## src/core/pgm_pkg.sv

```systemverilog
// Constants for the power-good output mask bank
// Behaviour
// RL1 - Out-four first mask: bit 7 aux reg two, bit 6 switch a one; 1 excludes.
// RL2 - Out-four first mask: bits 5..0 step-down rails six..one; set bit ignores rail.
// RL3 - Out-four second mask: bits 7..4 enable inputs five, four, two, one; 1 ignores.
// RL4 - Out-four second mask: bit 3 termination reg, bit 1 switch b one, bit 0 aux three.
// RL5 - Second mask bit 2 masks shared source; one-time configuration picks which rail.
// RL6 - Out-two first mask uses the same layout as out-four first mask.
// RL7 - Pin result is good only while every unmasked source is good.
package pgm_pkg;
   localparam int unsigned ADDR_W = 8;
   localparam int unsigned DATA_W = 8;

   // Register offsets
   localparam logic [7:0] OFS_FOUR_RAIL = 8'ha6;
   localparam logic [7:0] OFS_FOUR_MISC = 8'ha7;
   localparam logic [7:0] OFS_TWO_RAIL  = 8'ha8;

   // Values after reset and on unmapped reads
   localparam logic [7:0] MASK_RESET    = 8'h00;
   localparam logic [7:0] RDATA_IDLE    = 8'h00;
   localparam logic       PG_RESET      = 1'b0;

   // Rail mask field positions
   localparam int unsigned BIT_AUX_TWO  = 7;
   localparam int unsigned BIT_SW_A_ONE = 6;
   localparam int unsigned BIT_STEP_HI  = 5;
   localparam int unsigned BIT_STEP_LO  = 0;

   // Misc mask field positions
   localparam int unsigned BIT_EN_FIVE   = 7;
   localparam int unsigned BIT_EN_FOUR   = 6;
   localparam int unsigned BIT_EN_TWO    = 5;
   localparam int unsigned BIT_EN_ONE    = 4;
   localparam int unsigned BIT_DDR_TERM  = 3;
   localparam int unsigned BIT_SHARED    = 2;
   localparam int unsigned BIT_SW_B_ONE  = 1;
   localparam int unsigned BIT_AUX_THREE = 0;

   // Which rail feeds the shared mask bit
   typedef enum logic {
      PGM_SHARED_AUX_ONE   = 1'b0,
      PGM_SHARED_SW_B_TWO  = 1'b1
   } pgm_shared_type;
endpackage

```

## src/core/pgm_bank.sv

```systemverilog
// Power-good mask registers and output pin trees
//
// The plain strobed port was chosen for this implementation.
`timescale 1ns/10ps
module pgm_bank (
   input  wire logic       core_clk_in,
   input  wire logic       rst_in,
   input  wire logic [7:0] reg_addr_in,
   input  wire logic [7:0] reg_wdata_in,
   input  wire logic       reg_wr_in,
   input  wire logic       reg_rd_in,
   output logic [7:0]      reg_rdata_out,
   input  wire logic [5:0] step_pg_in,
   input  wire logic       aux_two_pg_in,
   input  wire logic       sw_a_one_pg_in,
   input  wire logic       enable_input_one_in,
   input  wire logic       enable_input_two_in,
   input  wire logic       enable_input_four_in,
   input  wire logic       enable_input_five_in,
   input  wire logic       ddr_term_pg_in,
   input  wire logic       sw_b_one_pg_in,
   input  wire logic       sw_b_two_pg_in,
   input  wire logic       aux_one_pg_in,
   input  wire logic       aux_three_pg_in,
   input  wire logic       otp_shared_sel_in,
   output logic            status_out_four_out,
   output logic            status_out_two_out
);
   logic [7:0]           four_rail_q;
   logic [7:0]           four_rail_d;
   logic [7:0]           four_misc_q;
   logic [7:0]           four_misc_d;
   logic [7:0]           two_rail_q;
   logic [7:0]           two_rail_d;
   logic [7:0]           rdata_q;
   logic [7:0]           rdata_d;
   logic                 pg_four_q;
   logic                 pg_four_d;
   logic                 pg_two_q;
   logic                 pg_two_d;
   logic [7:0]           rail_src;
   logic [7:0]           misc_src;
   logic                 shared_src;
   logic                 four_rail_good;
   logic                 four_misc_good;
   logic                 two_rail_good;
   pgm_pkg::pgm_shared_type shared_sel;

   // Address compare shared by write and read paths
   function automatic logic addr_hit(input logic [7:0] addr, input logic [7:0] ofs);
      addr_hit = (addr == ofs);
   endfunction

   // Register write path
   always_comb begin
      four_rail_d = four_rail_q;
      four_misc_d = four_misc_q;
      two_rail_d  = two_rail_q;
      if (reg_wr_in) begin
         // RL1 rail mask store
         if (addr_hit(reg_addr_in, pgm_pkg::OFS_FOUR_RAIL)) begin
            four_rail_d = reg_wdata_in;
         end
         // RL3 misc mask store
         if (addr_hit(reg_addr_in, pgm_pkg::OFS_FOUR_MISC)) begin
            four_misc_d = reg_wdata_in;
         end
         // RL6 out-two mask store
         if (addr_hit(reg_addr_in, pgm_pkg::OFS_TWO_RAIL)) begin
            two_rail_d = reg_wdata_in;
         end
      end
   end

   // Register read path, data valid the cycle after the strobe
   always_comb begin
      rdata_d = pgm_pkg::RDATA_IDLE;
      if (reg_rd_in) begin
         if (addr_hit(reg_addr_in, pgm_pkg::OFS_FOUR_RAIL)) begin
            rdata_d = four_rail_q;
         end else if (addr_hit(reg_addr_in, pgm_pkg::OFS_FOUR_MISC)) begin
            rdata_d = four_misc_q;
         end else if (addr_hit(reg_addr_in, pgm_pkg::OFS_TWO_RAIL)) begin
            rdata_d = two_rail_q;
         end else begin
            rdata_d = pgm_pkg::RDATA_IDLE;
         end
      end
   end

   // RL5 shared source picked by configuration
   assign shared_sel = pgm_pkg::pgm_shared_type'(otp_shared_sel_in);
   always_comb begin
      case (shared_sel)
         pgm_pkg::PGM_SHARED_SW_B_TWO: begin
            shared_src = sw_b_two_pg_in;
         end
         pgm_pkg::PGM_SHARED_AUX_ONE: begin
            shared_src = aux_one_pg_in;
         end
         default: begin
            shared_src = aux_one_pg_in;
         end
      endcase
   end

   // Source vectors in mask bit order
   always_comb begin
      rail_src = 8'h00;
      misc_src = 8'h00;
      // RL1 aux two and switch a one
      rail_src[pgm_pkg::BIT_AUX_TWO]  = aux_two_pg_in;
      rail_src[pgm_pkg::BIT_SW_A_ONE] = sw_a_one_pg_in;
      // RL2 step-down rails six to one
      rail_src[pgm_pkg::BIT_STEP_HI:pgm_pkg::BIT_STEP_LO] = step_pg_in;
      // RL3 enable pin states
      misc_src[pgm_pkg::BIT_EN_FIVE] = enable_input_five_in;
      misc_src[pgm_pkg::BIT_EN_FOUR] = enable_input_four_in;
      misc_src[pgm_pkg::BIT_EN_TWO]  = enable_input_two_in;
      misc_src[pgm_pkg::BIT_EN_ONE]  = enable_input_one_in;
      // RL4 termination, switch b one, aux three
      misc_src[pgm_pkg::BIT_DDR_TERM]  = ddr_term_pg_in;
      misc_src[pgm_pkg::BIT_SW_B_ONE]  = sw_b_one_pg_in;
      misc_src[pgm_pkg::BIT_AUX_THREE] = aux_three_pg_in;
      // RL5 shared bit
      misc_src[pgm_pkg::BIT_SHARED] = shared_src;
   end

   pgm_tree u_four_rail (
      .src_in   (rail_src),
      .mask_in  (four_rail_q),
      .good_out (four_rail_good)
   );

   pgm_tree u_four_misc (
      .src_in   (misc_src),
      .mask_in  (four_misc_q),
      .good_out (four_misc_good)
   );

   // RL6 same rail layout for out-two
   pgm_tree u_two_rail (
      .src_in   (rail_src),
      .mask_in  (two_rail_q),
      .good_out (two_rail_good)
   );

   // RL7 combine the unmasked sources per pin
   always_comb begin
      pg_four_d = four_rail_good & four_misc_good;
      pg_two_d  = two_rail_good;
   end

   always_ff @(posedge core_clk_in) begin
      if (rst_in) begin
         four_rail_q <= pgm_pkg::MASK_RESET;
         four_misc_q <= pgm_pkg::MASK_RESET;
         two_rail_q  <= pgm_pkg::MASK_RESET;
         rdata_q     <= pgm_pkg::RDATA_IDLE;
         pg_four_q   <= pgm_pkg::PG_RESET;
         pg_two_q    <= pgm_pkg::PG_RESET;
      end else begin
         four_rail_q <= four_rail_d;
         four_misc_q <= four_misc_d;
         two_rail_q  <= two_rail_d;
         rdata_q     <= rdata_d;
         pg_four_q   <= pg_four_d;
         pg_two_q    <= pg_two_d;
      end
   end

   assign reg_rdata_out       = rdata_q;
   assign status_out_four_out = pg_four_q;
   assign status_out_two_out  = pg_two_q;

   chk_aux_two_bad: assert property ( // RL1
      @(posedge core_clk_in) disable iff (rst_in)
      (!four_rail_q[pgm_pkg::BIT_AUX_TWO] && !aux_two_pg_in) |=> !status_out_four_out)
      else $error("Unmasked aux reg two fault did not drop out four");

   chk_sw_a_bad: assert property ( // RL1
      @(posedge core_clk_in) disable iff (rst_in)
      (!four_rail_q[pgm_pkg::BIT_SW_A_ONE] && !sw_a_one_pg_in) |=> !status_out_four_out)
      else $error("Unmasked switch a one fault did not drop out four");

   chk_rail_write: assert property ( // RL1
      @(posedge core_clk_in) disable iff (rst_in)
      (reg_wr_in && reg_addr_in == pgm_pkg::OFS_FOUR_RAIL) |=> (four_rail_q == $past(reg_wdata_in)))
      else $error("Out four rail mask write not stored");

   chk_step_bad: assert property ( // RL2
      @(posedge core_clk_in) disable iff (rst_in)
      (|(~step_pg_in & ~four_rail_q[5:0])) |=> !status_out_four_out)
      else $error("Unmasked step-down fault did not drop out four");

   chk_enable_bad: assert property ( // RL3
      @(posedge core_clk_in) disable iff (rst_in)
      (|(~{enable_input_five_in, enable_input_four_in, enable_input_two_in, enable_input_one_in}
         & ~four_misc_q[7:4])) |=> !status_out_four_out)
      else $error("Unmasked enable pin low did not drop out four");

   chk_misc_bad: assert property ( // RL4
      @(posedge core_clk_in) disable iff (rst_in)
      (|(~{ddr_term_pg_in, sw_b_one_pg_in, aux_three_pg_in}
         & ~{four_misc_q[3], four_misc_q[1:0]})) |=> !status_out_four_out)
      else $error("Unmasked misc source fault did not drop out four");

   chk_shared_pick: assert property ( // RL5
      @(posedge core_clk_in) disable iff (rst_in)
      (!four_misc_q[2] && !(otp_shared_sel_in ? sw_b_two_pg_in : aux_one_pg_in))
      |=> !status_out_four_out)
      else $error("Unmasked shared source fault did not drop out four");

   chk_two_bad: assert property ( // RL6
      @(posedge core_clk_in) disable iff (rst_in)
      (|(~{aux_two_pg_in, sw_a_one_pg_in, step_pg_in} & ~two_rail_q)) |=> !status_out_two_out)
      else $error("Unmasked rail fault did not drop out two");

   chk_two_read: assert property ( // RL6
      @(posedge core_clk_in) disable iff (rst_in)
      (reg_rd_in && reg_addr_in == pgm_pkg::OFS_TWO_RAIL) |=> (reg_rdata_out == $past(two_rail_q)))
      else $error("Out two mask read returned wrong data");

   chk_four_good: assert property ( // RL7
      @(posedge core_clk_in) disable iff (rst_in)
      ((&({aux_two_pg_in, sw_a_one_pg_in, step_pg_in} | four_rail_q))
       && (&(misc_src | four_misc_q))) |=> status_out_four_out)
      else $error("Out four low although all unmasked sources good");

   chk_two_good: assert property ( // RL7
      @(posedge core_clk_in) disable iff (rst_in)
      (&({aux_two_pg_in, sw_a_one_pg_in, step_pg_in} | two_rail_q)) |=> status_out_two_out)
      else $error("Out two low although all unmasked sources good");
endmodule

```

## src/core/pgm_tree.sv

```systemverilog
// Masked power-good AND tree for one mask register
`timescale 1ns/10ps
module pgm_tree (
   input  wire logic [7:0] src_in,
   input  wire logic [7:0] mask_in,
   output logic            good_out
);
   logic [7:0] term;

   // Each source passes when good or masked
   genvar gi;
   generate
      for (gi = 0; gi < 8; gi++) begin : g_term
         assign term[gi] = src_in[gi] | mask_in[gi];
      end
   endgenerate

   assign good_out = &term;
endmodule

```

## config.mk

```make
export PLATFORM = sky130hd
export DESIGN_NAME = pgm_bank
export DESIGN_NICKNAME = d
export VERILOG_FILES = /design/src/core/pgm_pkg.sv /design/src/core/pgm_bank.sv /design/src/core/pgm_tree.sv
export SDC_FILE = /design/constraint.sdc
export NUM_CORES = 1
export LEC_CHECK = 0
export ABC_AREA = 1
export BUFFER_PORTS_ARGS = -buffer_cell sky130_fd_sc_hd__buf_2
export CORE_ASPECT_RATIO = 1.75
export CORE_UTILIZATION = 52
export DETAILED_ROUTE_END_ITERATION = 12
export GPL_ROUTABILITY_DRIVEN = 0
export PLACE_DENSITY = 0.77
export SKIP_LAST_GASP = 1
export SYNTH_ARGS = -nofsm -noshare
export SYNTH_HDL_FRONTEND = slang
export SYNTH_SLANG_ARGS = --single-unit
```

## constraint.sdc

```tcl
create_clock -name core_clk_in -period 1 [get_ports core_clk_in]
set_clock_uncertainty 0.05 [all_clocks]
set_input_delay 0 -clock core_clk_in [delete_from_list [all_inputs] [get_ports core_clk_in]]
set_output_delay 0 -clock core_clk_in [all_outputs]
set_load 0.02 [all_outputs]
```

==> results of run 1 <==
[cell type report]
class	count	share of cell area (%)
Timing Repair Buffer	77	19.7
Tap cell	45	2.29
Clock inverter	1	0.203
Sequential cell	34	27.9
Clock buffer	7	3.51
Inverter	51	7.77
Multi-Input combinational cell	194	38.6
[metal layers]
| layer | track usage (%) | share of wire, % |
|---|---|---|
| met5 | 0 | 0 |
| met4 | 13.1 | 2.6 |
| met1 | 28.2 | 40 |
| met3 | 5.11 | 3.9 |
| met2 | 47.6 | 54 |
[path summary, 6_finish.rpt]
kind / endpoint / slack [ps] / cells after the start / from
worst min-delay path: status_out_two_out / 30 / 3 / step_pg_in[1]
worst max register to register: status_out_four_out / 40 / 4 / four_misc_q[5]
worst min register to register: four_misc_q[1] / 490 / 4 / four_misc_q[1]
worst max-delay path: status_out_four_out / 40 / 4 / four_misc_q[5]
[repair_timing]
action / in CTS / in global routing
buffers inserted: 0 / 1
gates resized for setup: 6 / 9
pin swaps: 4 / 6
hold endpoints to repair: 25 / 0
setup endpoints to repair: 1 / 1
hold buffers: 10 / 0
[kinds of logic (layout without fill, tap and decap cells)]
logic type             count (synthesis)  count (layout)
AOI/OAI and AO/OA                     10              10
buffers and inverters                 58             136
DFF                                   34              34
and+or+nand+nor                      184             184
[sequential cells by signal, summed over array words and instances, names as in the netlist]
register and cells:
four_misc_q 8, four_rail_q 8, reg_rdata_out 8, status_out_four_out 1
status_out_two_out 1, two_rail_q 8
[synthesized netlist by cell type]
| cell type | number | area share, % |
|---|---|---|
| sky130_fd_sc_hd__a21oi_1 | 3 | 0.81 |
| sky130_fd_sc_hd__inv_1 | 50 | 10 |
| sky130_fd_sc_hd__nand2_4 | 1 | 0.61 |
| sky130_fd_sc_hd__buf_4 | 2 | 0.81 |
| sky130_fd_sc_hd__nand3_4 | 3 | 2.8 |
| sky130_fd_sc_hd__buf_2 | 2 | 0.54 |
| sky130_fd_sc_hd__nor2_1 | 63 | 13 |
| sky130_fd_sc_hd__nand2_2 | 8 | 2.7 |
| sky130_fd_sc_hd__nand2_1 | 66 | 13 |
| sky130_fd_sc_hd__nor2_8 | 4 | 4.3 |
| sky130_fd_sc_hd__nand3_1 | 34 | 9.2 |
| sky130_fd_sc_hd__o21ai_0 | 5 | 1.3 |
| sky130_fd_sc_hd__buf_6 | 3 | 1.8 |
| sky130_fd_sc_hd__inv_2 | 1 | 0.20 |
| sky130_fd_sc_hd__or2_2 | 2 | 0.67 |
| sky130_fd_sc_hd__o22ai_1 | 2 | 0.67 |
| sky130_fd_sc_hd__dfxtp_1 | 34 | 37 |
| sky130_fd_sc_hd__nor3_1 | 3 | 0.81 |
[critical path: stages, from the launching register on]
cell	delay (ps)
sky130_fd_sc_hd__dfxtp_2	340
sky130_fd_sc_hd__o21ai_0	80
sky130_fd_sc_hd__nor3_1	200
sky130_fd_sc_hd__nand2_1	120
sky130_fd_sc_hd__nor2_1	110
[per-stage QoR]
stage | setup WS (ps) | TNS (ps) | util [%]
floorplan | 52.8 | 0 | -
global placement | -66.1 | -824 | 65.8
detailed placement | -105 | -1640 | 65.8
CTS | 13.5 | 0 | 71.6
global route | 3.28 | 0 | 72.5
finish | 40.8 | 0 | 72.5
[report_power, final]
part	switching (µW)	internal (µW)	total, µW
sequential	1.64	1360	1360
clock	488	555	1040
combinational	169	145	314
==> metrics.txt, run 1 <==
count of distinct cell types in the synthesized netlist=18; Hold Worst Slack=28.6 ps; post-synthesis share of cell area spent on full adders, half adders and majority gates=0%; endpoint class of the critical path=register; total global-route track usage=26.7%; Netlist Area Pre-Place=1860 µm²; share of layout cells above drive strength 1=28.6%; Routed Wire Length=4.70 mm; critical path class=register to register; Yosys warning total=0; hold violation total from the final report=0; maximum net fanout on the critical path=3; first-pass GRT wire length=7.26 mm; portion of netlist area occupied by mux cells=0%; H-tree depth=2; pin count of the biggest net entering global routing=17; class of the worst hold path=input port to register; die area=3830 µm²; transition time at the pin with the least slew margin=335 ps; post-synthesis sequential element count=34; Post-Synth XOR/XNOR Area=0%; Vias/cell=4.71; required time at the worst-slack endpoint=1180 ps; Syn Area/Cell=6.50 µm²; post-layout net count=401; wire per inst=11.5 µm; core footprint=3400 µm²; number of antenna violations at the first check in global routing=0; standard-cell row count=28; nets in the synthesized netlist=324; Compound-Gate Fraction of Synth Area=2.83%; Post-Syn Instances=286; Filler Cells Inserted=292; Inserted Clock Buffers=5; Leakage=0.00147 µW; most used cells in the layout excluding fill and tap cells=65 x sky130_fd_sc_hd__nand2_1, 62 x sky130_fd_sc_hd__nor2_1, 49 x sky130_fd_sc_hd__inv_1; starting density of the core=54.7%; final critical-path required period=959 ps; I/O pins=48; maximum operating frequency=1040 MHz; sequential cell area fraction in the yosys report=36.6%; cell at the root of the clock tree=sky130_fd_sc_hd__clkbuf_8; final cell count without fillers=409; number of antenna-violating nets in the routed design=0; final instance area=2460 µm²; PwrDens=1100 nW/µm²; instance area at placement=2230 µm²; outcome=finished, final reports clean; type of element launching the critical path=register; RSZ-0062 raised after global routing=no; maximum root-to-sink buffer count=2; horizontal die dimension=47.2 µm; main combinational cell family by area after synthesis=simple AND/OR/NAND/NOR gates; multi-input logic area=951 µm²; Port Buffers=47; placed cell count=390; final period utilization=95.9%; total count of max-transition violations in the final report=0; final HPWL from detailed placement=3.43 mm; total number of vias=1928; clock transition at the registers of the reported paths=70 ps; Antenna diodes=0; number of DRC violations after detailed routing=0; total iterations of the first detailed-routing run=4; clk_lat worst skew=290 ps; vias in the first global route=1713; Sinks on Clock Net=34; worst-case headroom to the max-slew limit=77.5%; total chip power=2710 µW; area growth from synthesis to layout=32.4%; vertical die dimension=81.1 µm; TritonCTS clock tree=built; flip-flop and latch area=687 µm²; area fraction in and, or, nand and nor cells after synthesis=47.1%; first-iteration detailed-routing DRC count=69; peak supply drop=1280 µV; count of max-cap constraint violations=0; GR Overflow Total=0; Final setup viols=0; CP Data Arrival Time=1140 ps; leading cell type in the layout, fill and taps excluded=sky130_fd_sc_hd__nand2_1
Note: power is estimated with default switching activity, not from simulation.
==> run 2, diff against run 1 <==
==> constraint.sdc (replaced) <==
create_clock -name core_clk_in -period 0.91 [get_ports core_clk_in]
set_clock_uncertainty 0.05 [all_clocks]
set_input_delay 0 -clock core_clk_in [delete_from_list [all_inputs] [get_ports core_clk_in]]
set_output_delay 0 -clock core_clk_in [all_outputs]
set_load 0.02 [all_outputs]
==> metrics.txt, run 2 (synthesis gave the netlist of run 1 again) <==
outcome=finished with violations; violated checks=negative hold slack, negative setup slack; HP Start=rst_in; final critical-path required period=997 ps; GR Overflow Total=0; starting density of the core=54.7%; clock transition at the registers of the reported paths=70 ps; Antenna diodes=0; clk_lat worst skew=280 ps; min setup slack post-route=-86.7 ps; CP Data Arrival Time=1170 ps; core footprint=3400 µm²; I/O pins=48; pin count of the biggest net entering global routing=17; PwrDens=1190 nW/µm²; Vias/cell=4.74; critical path class=register to register; required time at the worst-slack endpoint=1080 ps; number of cells on the worst hold path=4; area growth from synthesis to layout=33.3%; die area=3830 µm²; total count of max-transition violations in the final report=0; H-tree depth=2; peak supply drop=1250 µV; class of the worst hold path=input port to register; final period utilization=110%; Util after Layout=72.9%; transition time at the pin with the least slew margin=278 ps; vertical die dimension=81.1 µm; CTS Hold Bufs=8; post-layout net count=401; total number of vias=1931; hold violation total from the final report=1; Worst Hold Endpoint=status_out_two_out; worst-case headroom to the max-slew limit=81.4%; Worst Reg-to-Reg Cells=5; final HPWL from detailed placement=3.44 mm; Port Buffers=47; Hold Worst Slack=-19.4 ps; leading cell type in the layout, fill and taps excluded=sky130_fd_sc_hd__nand2_1; wire per inst=11.1 µm; final instance area=2480 µm²; total iterations of the first detailed-routing run=4; Sinks on Clock Net=34; Routed Wire Length=4.51 mm; TritonCTS clock tree=built; instance area at placement=2280 µm²; number of antenna-violating nets in the routed design=0; RSZ-0062 raised after global routing=yes; Inserted Clock Buffers=5; capture instance of the worst register-to-register path=status_out_four_out; first-pass GRT wire length=7.20 mm; cell at the root of the clock tree=sky130_fd_sc_hd__clkbuf_8; Final setup viols=1; maximum net fanout on the critical path=2; Leakage=0.00147 µW; Post-Place Setup Slack=-182 ps; number of DRC violations after detailed routing=0; share of layout cells above drive strength 1=29.3%; endpoint class of the critical path=register; type of element launching the critical path=register; total global-route track usage=26.0%; maximum operating frequency=1000 MHz; maximum root-to-sink buffer count=2; vias in the first global route=1759; most used cells in the layout excluding fill and tap cells=66 x sky130_fd_sc_hd__nand2_1, 62 x sky130_fd_sc_hd__nor2_1, 49 x sky130_fd_sc_hd__inv_1; Filler Cells Inserted=307; multi-input logic area=965 µm²; standard-cell row count=28; count of max-cap constraint violations=0; horizontal die dimension=47.2 µm; r2r setup slk=-90 ps; first-iteration detailed-routing DRC count=72; flip-flop and latch area=687 µm²; launching point of the worst reg2reg path=four_misc_q[7]; number of antenna violations at the first check in global routing=0
run 2: cell count changes in the layout (fill, tap and decap cells not counted), moves of 2 or more:
cell                            delta
sky130_fd_sc_hd__dlygate4sd3_1     -2
sky130_fd_sc_hd__nand3_1           -3
sky130_fd_sc_hd__nand3_2           +3
sky130_fd_sc_hd__o21ai_1           +2
sky130_fd_sc_hd__o21ai_2           -2
run 2: per-stage QoR:
stage	setup TNS (ps)	total power (µW)	hold slack (ps)	cells
4_1_cts	-90.1	2940	17.1	407
2_1_floorplan	0	1670	84.8	286
3_3_place_gp	-3950	1830	209	393
3_5_place_dp	-4360	1830	212	393
5_1_grt	-172	3050	-2.57	407
6_report	-86.7	2940	-19.4	407
run 2: critical path, cell delays in order (launching register included):
cell                      delay [ps]
sky130_fd_sc_hd__dfxtp_2         330
sky130_fd_sc_hd__nor2_1           40
sky130_fd_sc_hd__or2_4           250
sky130_fd_sc_hd__nor2_4           80
sky130_fd_sc_hd__nand3_2          60
sky130_fd_sc_hd__nor2_1          120
run 2: metal layers:
layer  wire, µm  vias to the layer above  track usage, %
met1       1920                      865            29.9
met2       2330                       48            45.1
met4         86                        0            9.71
met5          0                        -               0
met3        174                        9            5.11
li1           -                     1009               -
run 2: what timing repair did:
item	CTS	global route
gates resized for setup	3	9
setup buffers	0	0
endpoints found under the setup margin	2	4
endpoints found under the hold margin	24	1
pin swaps	4	6
gates cloned	0	0
run 2: power breakdown:
| group | switching, µW | internal (µW) | total (µW) |
|---|---|---|---|
| Combinational | 187 | 158 | 345 |
| Clock | 520 | 583 | 1100 |
| Sequential | 1.71 | 1490 | 1490 |
run 2: final cells by class:
| class | instances | area share, % |
|---|---|---|
| tap | 45 | 2.27 |
| timing repair buffer | 77 | 20.0 |
| inverter | 51 | 7.72 |
| clock buffer | 6 | 3.33 |
| multi-input combinational | 194 | 38.9 |
| sequential | 34 | 27.7 |
run 2: worst max-delay path by stage:
stage	from	to
3_3_place_gp	reg_addr_in[4]	reg_rdata_out[5]
3_5_place_dp	reg_addr_in[4]	reg_rdata_out[1]
5_1_grt	four_misc_q[7]	status_out_four_out
6_report	four_misc_q[7]	status_out_four_out
4_1_cts	four_misc_q[7]	status_out_four_out
2_1_floorplan	four_rail_q[7]	status_out_four_out
